$ cat src/shared/mafc_map.svh
// cycle counts and fixed positions for the flow-change timing block
`ifndef MAFC_MAP_SVH
`define MAFC_MAP_SVH
`define MAFC_RAS_DEPTH 4
`define MAFC_PC_REG 4'hF
`define MAFC_WORD_STEP 32'h4
`define MAFC_PTR_LAT 1
`define MAFC_FIRST_LAT 3'h2
`define MAFC_FLAG_LAT 3'h2
`define MAFC_PC_PENALTY 3'h6
`define MAFC_PRED_SHORT 3'h1
`define MAFC_PRED_LONG 3'h2
`define MAFC_MISPRED_LAT 3'h4
`define MAFC_MEMCALL_LAT 3'h6
`define MAFC_INDCALL_LAT 3'h4
`define MAFC_RETX_LAT 3'h4
`define MAFC_SWAP_ISSUE 3'h2
`define MAFC_SWAP_RESULT 3'h3
`endif

$ cat src/shared/mafc_pkg.sv
// types for the flow-change timing block
package mafc_pkg;
	typedef enum logic [3:0] {
		OP_LOAD_MULTI, OP_LOAD_MULTI_TS, OP_CTX_POP, OP_POP_MULTI,
		OP_CTX_PUSH, OP_PUSH_MULTI, OP_STORE_MULTI, OP_JUMP,
		OP_BRANCH, OP_RET, OP_CALL_REL, OP_CALL_MEM,
		OP_CALL_APP, OP_CALL_REG, OP_CALL_SUP, OP_RET_EXC
	} mafc_op_t;
	typedef enum logic [2:0] {ST_IDLE, ST_MULTI, ST_WAIT, ST_SWAP_WR} mafc_state_t;
endpackage

$ cat src/hw/mafc_flow.sv
// load/store multiple sequencer, call/return timing and return stack
`include "mafc_map.svh"

module mafc_flow import mafc_pkg::*; #(
	parameter int RAS_DEPTH = `MAFC_RAS_DEPTH
) (
	input wire logic clk,
	input wire logic nrst,
	input wire logic opValid,
	input wire mafc_op_t opKind,
	input wire logic isSwap,
	input wire logic [15:0] regList,
	input wire logic [31:0] baseAddr,
	input wire logic ptrUp,
	input wire logic writeBack,
	input wire logic predOk,
	input wire logic longForm,
	input wire logic [31:0] targetAddr,
	input wire logic [31:0] retAddr,
	input wire logic [31:0] retValue,
	input wire logic [31:0] memRdata,
	input wire logic [3:0] swapReg,
	input wire logic wrRegValid,
	input wire logic [3:0] wrReg,
	output logic opReady,
	output logic memValid,
	output logic memWrite,
	output logic [31:0] memAddr,
	output logic [3:0] memReg,
	output logic ptrReady,
	output logic [31:0] ptrValue,
	output logic dataReady,
	output logic flagValid,
	output logic flagZero,
	output logic flagNeg,
	output logic flush,
	output logic redirect,
	output logic [31:0] redirectAddr,
	output logic linkWrite,
	output logic hazard,
	output logic [2:0] rasCount
);
	function automatic logic [3:0] pickReg(input logic [15:0] m, input logic low);
		logic [3:0] r;
		r = 4'h0;
		for (int i = 15; i >= 0; i--) if (low && m[i]) r = 4'(i);
		for (int i = 0; i < 16; i++) if (!low && m[i]) r = 4'(i);
		return r;
	endfunction
	function automatic logic [31:0] popCount(input logic [15:0] m);
		logic [31:0] n;
		n = 32'h0;
		for (int i = 0; i < 16; i++) n = n + {31'h0, m[i]};
		return n;
	endfunction

	// ==========================================
	// decode
	mafc_state_t state, next_state;
	logic [15:0] mask, next_mask, storeMask, next_storeMask;
	logic [31:0] addr, next_addr, ras [RAS_DEPTH];
	logic up, pcWait;
	logic [2:0] cnt, next_cnt, penCnt, resCnt, flagCnt;
	wire accept = opValid && opReady;
	wire isLoadM = opKind inside {OP_LOAD_MULTI, OP_LOAD_MULTI_TS, OP_CTX_POP, OP_POP_MULTI};
	wire isStoreM = opKind inside {OP_CTX_PUSH, OP_PUSH_MULTI, OP_STORE_MULTI};
	wire isMulti = !isSwap && (isLoadM || isStoreM);
	wire isCall = !isSwap && opKind inside {OP_CALL_REL, OP_CALL_MEM, OP_CALL_APP,
		OP_CALL_REG, OP_CALL_SUP};
	wire isMemCall = !isSwap && opKind inside {OP_CALL_MEM, OP_CALL_APP};
	wire pcLoad = isMulti && isLoadM && regList[15];
	wire rasEmpty = rasCount == 3'h0;
	wire pcFlush = pcLoad && rasEmpty;
	wire retHit = !isSwap && opKind == OP_RET && predOk && !rasEmpty;
	wire pop = accept && (retHit || (pcLoad && !rasEmpty));
	wire push = accept && isCall;
	wire [2:0] predLat = longForm ? `MAFC_PRED_LONG : `MAFC_PRED_SHORT;
	wire [31:0] nWords = popCount(regList) << 2;
	wire [31:0] startAddr = ptrUp ? baseAddr : baseAddr - `MAFC_WORD_STEP;
	wire multiDone = state == ST_MULTI && mask == 16'h0 && penCnt == 3'h0;
	wire emit = (accept && isMulti) || (state == ST_MULTI && mask != 16'h0);
	wire [15:0] srcMask = accept ? regList : mask;
	wire [31:0] srcAddr = accept ? startAddr : addr;
	wire srcUp = accept ? ptrUp : up;
	wire [3:0] emitReg = pickReg(srcMask, srcUp);
	wire [15:0] emitBit = 16'h1 << emitReg;
	wire [15:0] doneBit = (memValid && memWrite) ? 16'h1 << memReg : 16'h0;
	logic [2:0] lat;

	// ==========================================
	// issue latency per class
	always_comb begin
		lat = `MAFC_PRED_SHORT;
		if (isSwap) begin
			lat = `MAFC_SWAP_ISSUE;
		end else begin
			unique case (opKind)
				OP_JUMP: lat = predLat;
				OP_BRANCH, OP_CALL_REL: lat = predOk ? predLat : `MAFC_MISPRED_LAT;
				OP_RET: lat = retHit ? predLat : `MAFC_MISPRED_LAT;
				OP_CALL_MEM, OP_CALL_APP: lat = `MAFC_MEMCALL_LAT;
				OP_CALL_REG, OP_CALL_SUP: lat = `MAFC_INDCALL_LAT;
				OP_RET_EXC: lat = `MAFC_RETX_LAT;
				default: lat = `MAFC_PRED_SHORT;
			endcase
		end
	end

	// ==========================================
	// sequencer
	always_comb begin
		next_state = state;
		next_mask = mask;
		next_addr = addr;
		next_cnt = cnt;
		if (emit) begin
			next_mask = srcMask & ~emitBit;
			next_addr = srcUp ? srcAddr + `MAFC_WORD_STEP : srcAddr - `MAFC_WORD_STEP;
		end
		unique case (state)
			ST_IDLE: if (accept) begin
				if (isMulti) next_state = ST_MULTI;
				else if (isSwap) next_state = ST_SWAP_WR;
				else if (lat != `MAFC_PRED_SHORT) next_state = ST_WAIT;
				next_cnt = lat - 3'h1;
			end
			ST_MULTI: if (multiDone) next_state = ST_IDLE;
			ST_SWAP_WR: next_state = ST_IDLE;
			ST_WAIT: begin
				next_cnt = cnt - 3'h1;
				if (cnt == 3'h1) next_state = ST_IDLE;
			end
		endcase
		next_storeMask = storeMask & ~doneBit;
		if (accept && isMulti && isStoreM) next_storeMask = regList;
		if (accept && isSwap) next_storeMask = 16'h1 << swapReg;
	end

	always_ff @(posedge clk or negedge nrst) begin
		if (!nrst) begin
			state <= ST_IDLE;
			mask <= 16'h0;
			storeMask <= 16'h0;
			addr <= 32'h0;
			up <= 1'b1;
			cnt <= 3'h0;
			hazard <= 1'b0;
		end else begin
			state <= next_state;
			mask <= next_mask;
			storeMask <= next_storeMask;
			addr <= next_addr;
			cnt <= next_cnt;
			if (accept) up <= ptrUp;
			hazard <= wrRegValid && next_storeMask[wrReg];
		end
	end

	// ==========================================
	// ready, memory side and pointer
	always_ff @(posedge clk or negedge nrst) begin
		if (!nrst) begin
			opReady <= 1'b1;
			memValid <= 1'b0;
			memWrite <= 1'b0;
			memAddr <= 32'h0;
			memReg <= 4'h0;
			ptrReady <= 1'b0;
			ptrValue <= 32'h0;
		end else begin
			opReady <= next_state == ST_IDLE;
			memValid <= emit || (accept && (isSwap || isMemCall)) || state == ST_SWAP_WR;
			memWrite <= emit ? (accept ? isStoreM : !pcWait && storeMask != 16'h0)
				: state == ST_SWAP_WR;
			memAddr <= emit ? srcAddr : (accept ? targetAddr : memAddr);
			memReg <= emit ? emitReg : (accept && isMemCall ? `MAFC_PC_REG
				: (accept ? swapReg : memReg));
			ptrReady <= accept && isMulti && writeBack;
			if (accept && isMulti)
				ptrValue <= ptrUp ? baseAddr + nWords : baseAddr - nWords;
		end
	end

	// ==========================================
	// flush, result and flag timing
	logic [31:0] pcData;
	logic memFlow;
	always_ff @(posedge clk or negedge nrst) begin
		if (!nrst) begin
			penCnt <= 3'h0;
			resCnt <= 3'h0;
			flagCnt <= 3'h0;
			flush <= 1'b0;
			dataReady <= 1'b0;
			flagValid <= 1'b0;
			flagZero <= 1'b0;
			flagNeg <= 1'b0;
			pcWait <= 1'b0;
			pcData <= 32'h0;
			memFlow <= 1'b0;
		end else begin
			flush <= accept && pcFlush;
			if (accept && pcFlush) penCnt <= `MAFC_PC_PENALTY;
			else if (penCnt != 3'h0) penCnt <= penCnt - 3'h1;
			if (accept && isMulti && isLoadM) resCnt <= `MAFC_FIRST_LAT - 3'h1;
			else if (accept && isSwap) resCnt <= `MAFC_SWAP_RESULT - 3'h1;
			else if (resCnt != 3'h0) resCnt <= resCnt - 3'h1;
			dataReady <= resCnt == 3'h1;
			if (accept && pcLoad) begin
				flagCnt <= `MAFC_FLAG_LAT - 3'h1;
				flagZero <= retValue == 32'h0;
				flagNeg <= retValue[31];
			end else if (flagCnt != 3'h0) begin
				flagCnt <= flagCnt - 3'h1;
			end
			flagValid <= flagCnt == 3'h1;
			if (accept) memFlow <= isMemCall || pcFlush;
			pcWait <= memValid && !memWrite && memReg == `MAFC_PC_REG;
			if (pcWait) pcData <= memRdata;
		end
	end

	// ==========================================
	// return stack and redirect
	// a pc read by the last access of a list lands one cycle after the list ends
	logic pcGot, lateWait;
	wire listEnd = memFlow && multiDone;
	wire late = (listEnd && (pcGot || pcWait)) || (lateWait && pcWait)
		|| (memFlow && state == ST_WAIT && cnt == 3'h1);
	wire [2:0] next_rasCount = push ? (rasCount == 3'(RAS_DEPTH) ? rasCount : rasCount + 3'h1)
		: (pop ? rasCount - 3'h1 : rasCount);
	always_ff @(posedge clk or negedge nrst) begin
		if (!nrst) begin
			rasCount <= 3'h0;
			linkWrite <= 1'b0;
			redirect <= 1'b0;
			redirectAddr <= 32'h0;
			pcGot <= 1'b0;
			lateWait <= 1'b0;
		end else begin
			rasCount <= next_rasCount;
			pcGot <= !accept && (pcGot || pcWait);
			lateWait <= listEnd && !pcGot && !pcWait;
			linkWrite <= push;
			redirect <= late || pop || (accept && !isMulti && !isSwap && !isMemCall
				&& (opKind == OP_RET_EXC || opKind inside {OP_CALL_REG, OP_CALL_SUP}
				|| (opKind == OP_RET && !retHit)
				|| (opKind inside {OP_BRANCH, OP_CALL_REL} && !predOk)));
			if (late) redirectAddr <= late && pcWait ? memRdata : pcData;
			else if (pop) redirectAddr <= ras[0];
			else if (accept) redirectAddr <= targetAddr;
		end
	end
	// entry 0 is the top; pushing past full drops the deepest entry
	for (genvar g = 0; g < RAS_DEPTH; g++) begin : g_ras
		always_ff @(posedge clk or negedge nrst) begin
			if (!nrst) ras[g] <= 32'h0;
			else if (push) ras[g] <= (g == 0) ? retAddr : ras[g == 0 ? 0 : g - 1];
			else if (pop) ras[g] <= (g == RAS_DEPTH - 1) ? 32'h0 : ras[g == RAS_DEPTH - 1 ? g : g + 1];
		end
	end
endmodule

$ cat config.mk
export PLATFORM = sky130hd
export DESIGN_NAME = mafc_flow
export DESIGN_NICKNAME = d
export VERILOG_FILES = /design/src/shared/mafc_pkg.sv /design/src/hw/mafc_flow.sv
export VERILOG_INCLUDE_DIRS = /design/src /design/src/shared
export SDC_FILE = /design/constraint.sdc
export NUM_CORES = 1
export LEC_CHECK = 0
export ABC_AREA = 1
export BUFFER_PORTS_ARGS = -buffer_cell sky130_fd_sc_hd__buf_2
export CAP_MARGIN = 20
export CORE_MARGIN = 2
export CORE_UTILIZATION = 58
export CTS_CLUSTER_SIZE = 10
export DETAILED_ROUTE_END_ITERATION = 16
export PLACE_DENSITY = 0.88
export SETUP_SLACK_MARGIN = 0.02
export SYNTH_ARGS = -nofsm -noshare
export SYNTH_HDL_FRONTEND = slang
export SYNTH_SLANG_ARGS = --single-unit
$ cat constraint.sdc
create_clock -name clk -period 6 [get_ports clk]
set_clock_uncertainty 0.2 [all_clocks]
set_input_delay 0 -clock clk [delete_from_list [all_inputs] [get_ports clk]]
set_output_delay 0 -clock clk [all_outputs]
set_load 0.02 [all_outputs]
* Word-level counts from Yosys, hierarchy flattened
Cells that the tools add are included.
Word-level totals: input bits 197, bits in registers 359
Operators by class: magnitude comparators 1, muxes and demuxes 85, bitwise logic cells 4, add/sub/neg operators 27, shift operators 3, reduce and logical (&&, ||, !) cells 134, eq/ne operators 26
Operators by type and width (count):
- 32-bit two-way mux | 17
- 4-bit two-way mux | 35
- 1-bit logical AND | 77
- 16-bit two-way mux | 4
- 32-bit by 3-bit subtractor with 32-bit output (second input constant) | 2
- 3-bit two-way mux | 20
- 1-bit by 4-bit << shifter with 16-bit output (first input constant) | 3
- 4-bit equality test (second input constant) | 9
- 32-bit by 18-bit adder with 32-bit output | 1
- 32-bit by 3-bit adder with 32-bit output (second input constant) | 1
- 16-bit AND | 2
- 32-bit zero test | 1
- 16-bit NOT | 2
- 16-bit nonzero test | 2
- 32-bit by 18-bit subtractor with 32-bit output | 1
- 3-bit nonzero test | 7
- 3-bit by 1-bit subtractor with 3-bit output (second input constant) | 6
- 15-bit by 1-bit adder with 16-bit output | 1
- 4-bit by 3-bit equality test with 1-bit output (second input constant) | 4
- 16-bit zero test | 1
- 2-bit nonzero test | 8
- 14-bit by 1-bit adder with 15-bit output | 1
- 1-bit logical OR | 15
- 3-bit one-hot mux with 5 select lines | 1
- 35 further kinds | 59

* Longest topological paths before layout
word-level depth 38, depth in mapped cells 35, gate-level depth less buffers 35

* Worst setup path before layout
Ideal clock, no wire load.
path type input to register, start point in regList[5], end point reg ptrValue[30], setup time 118 ps, setup slack 93 ps, arrival time 5589 ps, cell stages on the path 29, cell sequence inv_1 fa_1 fa_1 fa_1 fa_1 inv_1 ha_1 fa_1 xor2_1 nor3_1 a31oi_1 ha_1 a21oi_1 o21ai_2 a21boi_2 inv_2 a21o_1 a21oi_2 o21ai_2 a21boi_2 o21ai_1 a21oi_2 o21ai_1 nand2_1 nand2_1 a21oi_1 nand2_1 nand3_1 nand2_1
On the way: longest elaborated chain between the ends 13, elaborated cells on any way between the ends 14, those cells by class 13 x add/sub; 1 x mux
RTL lines:
- from (decl) | RTL line mafc_flow.sv:12 | input wire logic [15:0] regList,
- 5-bit by 1-bit adder with 6-bit output * | RTL line mafc_flow.sv:53 | for (int i = 0; i < 16; i++) n = n + {31'h0, m[i]};
- 6-bit by 1-bit adder with 7-bit output * | RTL line mafc_flow.sv:53
- 7-bit by 1-bit adder with 8-bit output * | RTL line mafc_flow.sv:53
- 8-bit by 1-bit adder with 9-bit output * | RTL line mafc_flow.sv:53
- 9-bit by 1-bit adder with 10-bit output * | RTL line mafc_flow.sv:53
- 10-bit by 1-bit adder with 11-bit output * | RTL line mafc_flow.sv:53
- 11-bit by 1-bit adder with 12-bit output * | RTL line mafc_flow.sv:53
- 12-bit by 1-bit adder with 13-bit output * | RTL line mafc_flow.sv:53
- 13-bit by 1-bit adder with 14-bit output * | RTL line mafc_flow.sv:53
- 14-bit by 1-bit adder with 15-bit output * | RTL line mafc_flow.sv:53
- 15-bit by 1-bit adder with 16-bit output * | RTL line mafc_flow.sv:53
- 32-bit by 18-bit subtractor with 32-bit output / 32-bit by 18-bit adder with 32-bit output (equally long branches) | RTL line mafc_flow.sv:180 | ptrValue <= ptrUp ? baseAddr + nWords : baseAddr - nWords;
- 32-bit two-way mux * | RTL line mafc_flow.sv:180
- to (signal assigned) | RTL line mafc_flow.sv:180
- to (decl) | RTL line mafc_flow.sv:31 | output logic [31:0] ptrValue,
Mark *: on every way between the ends. The rest lies on a longest branch, timed or not. A chain may end at the register's enable or synchronous reset.

* Worst setup path after layout
start point in regList[3], end point reg ptrValue[30]
On the way: longest elaborated chain between the ends 15, elaborated cells on any way between the ends 16, those cells by class 15 x add/sub; 1 x mux
RTL lines (RTL line):
- 3-bit by 1-bit adder with 4-bit output * | mafc_flow.sv:53
- 4-bit by 1-bit adder with 5-bit output * | mafc_flow.sv:53
- 5-bit by 1-bit adder with 6-bit output * | mafc_flow.sv:53
- 6-bit by 1-bit adder with 7-bit output * | mafc_flow.sv:53
- 7-bit by 1-bit adder with 8-bit output * | mafc_flow.sv:53
- 8-bit by 1-bit adder with 9-bit output * | mafc_flow.sv:53
- 9-bit by 1-bit adder with 10-bit output * | mafc_flow.sv:53
- 10-bit by 1-bit adder with 11-bit output * | mafc_flow.sv:53
- 11-bit by 1-bit adder with 12-bit output * | mafc_flow.sv:53
- 12-bit by 1-bit adder with 13-bit output * | mafc_flow.sv:53
- 13-bit by 1-bit adder with 14-bit output * | mafc_flow.sv:53
- 14-bit by 1-bit adder with 15-bit output * | mafc_flow.sv:53
- 15-bit by 1-bit adder with 16-bit output * | mafc_flow.sv:53
- 32-bit by 18-bit subtractor with 32-bit output / 32-bit by 18-bit adder with 32-bit output (equally long branches) | mafc_flow.sv:180
- 32-bit two-way mux * | mafc_flow.sv:180
Marked as above.

==> flow_metrics.env <==
export IMPL_power_leakage_uw=0.0134
export IMPL_critPathArrivalTime_ns=6.27
export IMPL_fin_util_pct=74.9
export IMPL_r2r_end="addr[30]$_DFFE_PN0N_"
export IMPL_ios=312
export IMPL_vias=22900
export IMPL_wl_met3_microns=8920
export IMPL_required_ns=6.24
export IMPL_synth_edf_count=0
export IMPL_rows=69
export IMPL_cts_buffers=43
export IMPL_grt_max_degree=146
export IMPL_die_x_microns=194
export IMPL_wl_met2_microns=34800
export IMPL_root_buffer="clkbuf_16"
export IMPL_clk_latency_ns=0.56
export IMPL_clockBufferDepth=3
export IMPL_antenna_found_initial=6
export IMPL_wirelength_met1_microns=28000
export IMPL_syn_avg_cell_area_sq_um=7.63
export IMPL_slew_viol_final=0
export IMPL_synth_mux_area_share_pct=0.102
export IMPL_netlist_top_cells_count="nand2_1, o21ai_0, dfrtp_1"
export IMPL_design_area_sq_mm=0.0267
export IMPL_mappedNetlistNets=3032
export IMPL_async_reset_ff_share_pct=100
export IMPL_max_freq_mhz=166
export IMPL_syn_area_sq_mm=0.0209
export IMPL_synth_adder_area_share_pct=5.85
export IMPL_hold_class="primary input to flop"
export IMPL_start_kind="primary input"
export IMPL_ys_warnings_count=0
export IMPL_route_detailed_drc=0
export IMPL_synthCells=2745
export IMPL_period_minus_slack_ns=6.03
export IMPL_fin_setup_tns_ns=-0.0282
export IMPL_ys_types=62
export IMPL_critPathMaxStageDelay_ns=0.57
export IMPL_cts_tree="built"
export IMPL_fin_ws_ns=-0.0282
export IMPL_slew_headroom_pct=26.6
export IMPL_floorplan_initialDensity_pct=58.9
export IMPL_powerDensity_mw_per_mm2=255
export IMPL_first_pass_iters=7
export IMPL_highest_layer="met5"
export IMPL_coreArea_sq_mm=0.0356
export IMPL_rsz0062_at_grt="yes"
export IMPL_endpoint="ptrValue[30]$_DFFE_PN0P_"
export IMPL_finalSetupViolCount=1
export IMPL_placed_cell_area_sq_mm=0.0231
export IMPL_slowest_stage="fa_1"
export IMPL_status="finished, violations left"
export IMPL_grt_pass1_wl_microns=121000
export IMPL_synth_most_common_cell="nand2_1"
export IMPL_fin_worst_hold_slack_ns=0.0169
export IMPL_die_area_sq_mm=0.0376
export IMPL_worstSetupStartpoint="regList[3]"
export IMPL_io_buffers=311
export IMPL_path_clk_slew_ns=0.06
export IMPL_drt_iter0_drc=2914
export IMPL_synth_simple_area_share_pct=22.5
export IMPL_hpwlAfterDp_microns=49500
export IMPL_crit_buf_inv=4
export IMPL_tightest_slew_ns=1.10
export IMPL_synth_area_leader_cell="dfrtp_1"
export IMPL_viasPerCell=6.10
export IMPL_period_share_pct=100
export IMPL_power_uw=6800
export IMPL_grt_overflow=0
export IMPL_synth_top_flop_cell="dfrtp_1"
export IMPL_yosysTopAreaCellShare_pct=42.7
export IMPL_crit_path_end_kind="flop"
export IMPL_avgRoutedWirePerCell_microns=20.9
export IMPL_hold_violations=0
export IMPL_gp_congestion=0.968
export IMPL_htree_levels=2
export IMPL_totalWireLength_microns=78300
export IMPL_area_growth_pct=27.3
export IMPL_synth_xor_area_share_pct=3.01
export IMPL_drive_above_1_share_pct=16.7
export IMPL_reg2regPathDepth=26
export IMPL_grt_use_total_pct=40.5
export IMPL_violations="negative setup slack"
export IMPL_ir_drop_mv=0.247
export IMPL_synth_compound_area_share_pct=18.2
export IMPL_synth_seq_cells=359
export IMPL_nNetsFinal=3554
export IMPL_cp_top_family="adder cells"
export IMPL_synth_top_family_by_area="simple AND/OR/NAND/NOR gates"
export IMPL_crit_fanout=3
export IMPL_grt_pass1_vias=22400
export IMPL_criticalPathCategory="primary input to flop"
export IMPL_ff2ff_setup_slack_ns=0.62
export IMPL_ys_seq_area_share_pct=42.9
export IMPL_r2r_start="opReady$_DFF_PN1_"
export IMPL_maxCapViolCount=0
export IMPL_ant_nets=0
export IMPL_yosys_top_cells_area="dfrtp_1, nand2_1, o21ai_0"
export IMPL_cp_depth=33
export IMPL_die_h_microns=194
export IMPL_cts_sinks=359
==> repair_timing <==
action,in CTS,in global routing
gates resized for setup,0,35
buffers inserted,0,13
hold buffers,204,0
hold endpoints to repair,313,0
setup endpoints to repair,0,10
==> cell usage in the layout, fill, tap and decap left out, drive strengths merged, types with 19 or more instances in the layout <==
master	netlist	routed
a21oi	122	122
a31oi	26	26
buf	25	393
clkbuf	94	57
dfrtp	357	357
dlygate4sd3	0	203
ha	77	77
inv	276	275
nand2	832	832
nand3	77	77
nand4	25	25
nor2	159	159
nor3	23	23
nor4	19	19
o211ai	59	59
o21ai	409	409
o22ai	19	19
xnor2	38	38
xor2	34	34
==> where the power goes <==
part	total, uW	leakage (uW)	switching [uW]	internal, uW
clock	2400	0.000592	1050	1350
sequential	2420	0.00419	0.0864	2420
combinational	1980	0.00858	1040	946
==> sequential cells by signal (all words and copies together), names as in the netlist, 3 cells and up <==
signal,flops
pcData,32
mask,16
addr,32
ras,128
resCnt,3
ptrValue,32
memReg,4
cnt,3
memAddr,32
redirectAddr,32
flagCnt,3
storeMask,16
penCnt,3
state,3
rasCount,3
==> layer usage <==
| metal | up-vias | global-route usage (%) |
|---|---|---|
| met3 | 478 | 10.7 |
| met2 | 1672 | 63.5 |
| met5 | - | 0 |
| met4 | 4 | 27.5 |
| met1 | 10700 | 49.1 |
| li1 | 10100 | - |
==> through the flow <==
stage | setup slack (ns) | cells
after floorplan | 0.0931 | 2745
after global placement | -0.261 | 3466
after detailed placement | -0.469 | 3466
after CTS | 0.0363 | 3732
after global routing | -0.322 | 3747
final | -0.0282 | 3750
==> layout make-up <==
type	count	area, sq um
tap	461	577
timing repair buffer	596	4260
fill	2385	8910
clock buffer	57	1170
sequential	359	8990
multi-input combinational	1988	10600
inverter	279	1060
clock inverter	5	50.0
antenna	5	12.5
==> kinds of logic after synthesis <==
logic type               after synthesis
adder cells (fa/ha/maj)               90
flip-flops                           359
XOR/XNOR                              72
AO/OA/AOI/OAI                        677
buffers and inverters                398
multiplexers                           2
AND/OR/NAND/NOR                     1147
==> worst min path at each step <==
stage | cells past startpoint | start | to | slack (ns)
6_report | 4 | memRdata[27] | pcData[27]$_DFFE_PN0P_ | 0.02
5_1_grt | 4 | memRdata[28] | pcData[28]$_DFFE_PN0P_ | 0.03
4_1_cts | 4 | memRdata[29] | pcData[29]$_DFFE_PN0P_ | 0.0005
3_5_place_dp | 1 | nrst | mask[7]$_DFFE_PN0N_ | -0.09
3_3_place_gp | 1 | nrst | mask[7]$_DFFE_PN0N_ | -0.1
2_1_floorplan | 0 | nrst | addr[0]$_DFFE_PN0N_ | -0.50
==> worst register-to-register path: stages, from the launching register on <==
cell and delay [ns]:
dfstp_2 0.63, nand3_1 0.10, dlygate4sd3_1 0.63, nand2_4 0.25
clkinv_1 0.46, fa_1 0.60, nand3_1 0.12, nand2_1 0.06
nand2_1 0.08, nand2_1 0.07, a21oi_2 0.21, o21ai_2 0.13
a21oi_2 0.27, inv_2 0.04, nand2_1 0.05, nand2_1 0.09
nand3_1 0.09, and2_2 0.18, o21ai_2 0.08, a21oi_2 0.22
o21ai_2 0.11, a21oi_2 0.19, o21bai_1 0.09, nand2_1 0.08
nand3_1 0.07, nand3_1 0.10, nand2_1 0.08
(Power assumes the default switching activity.)
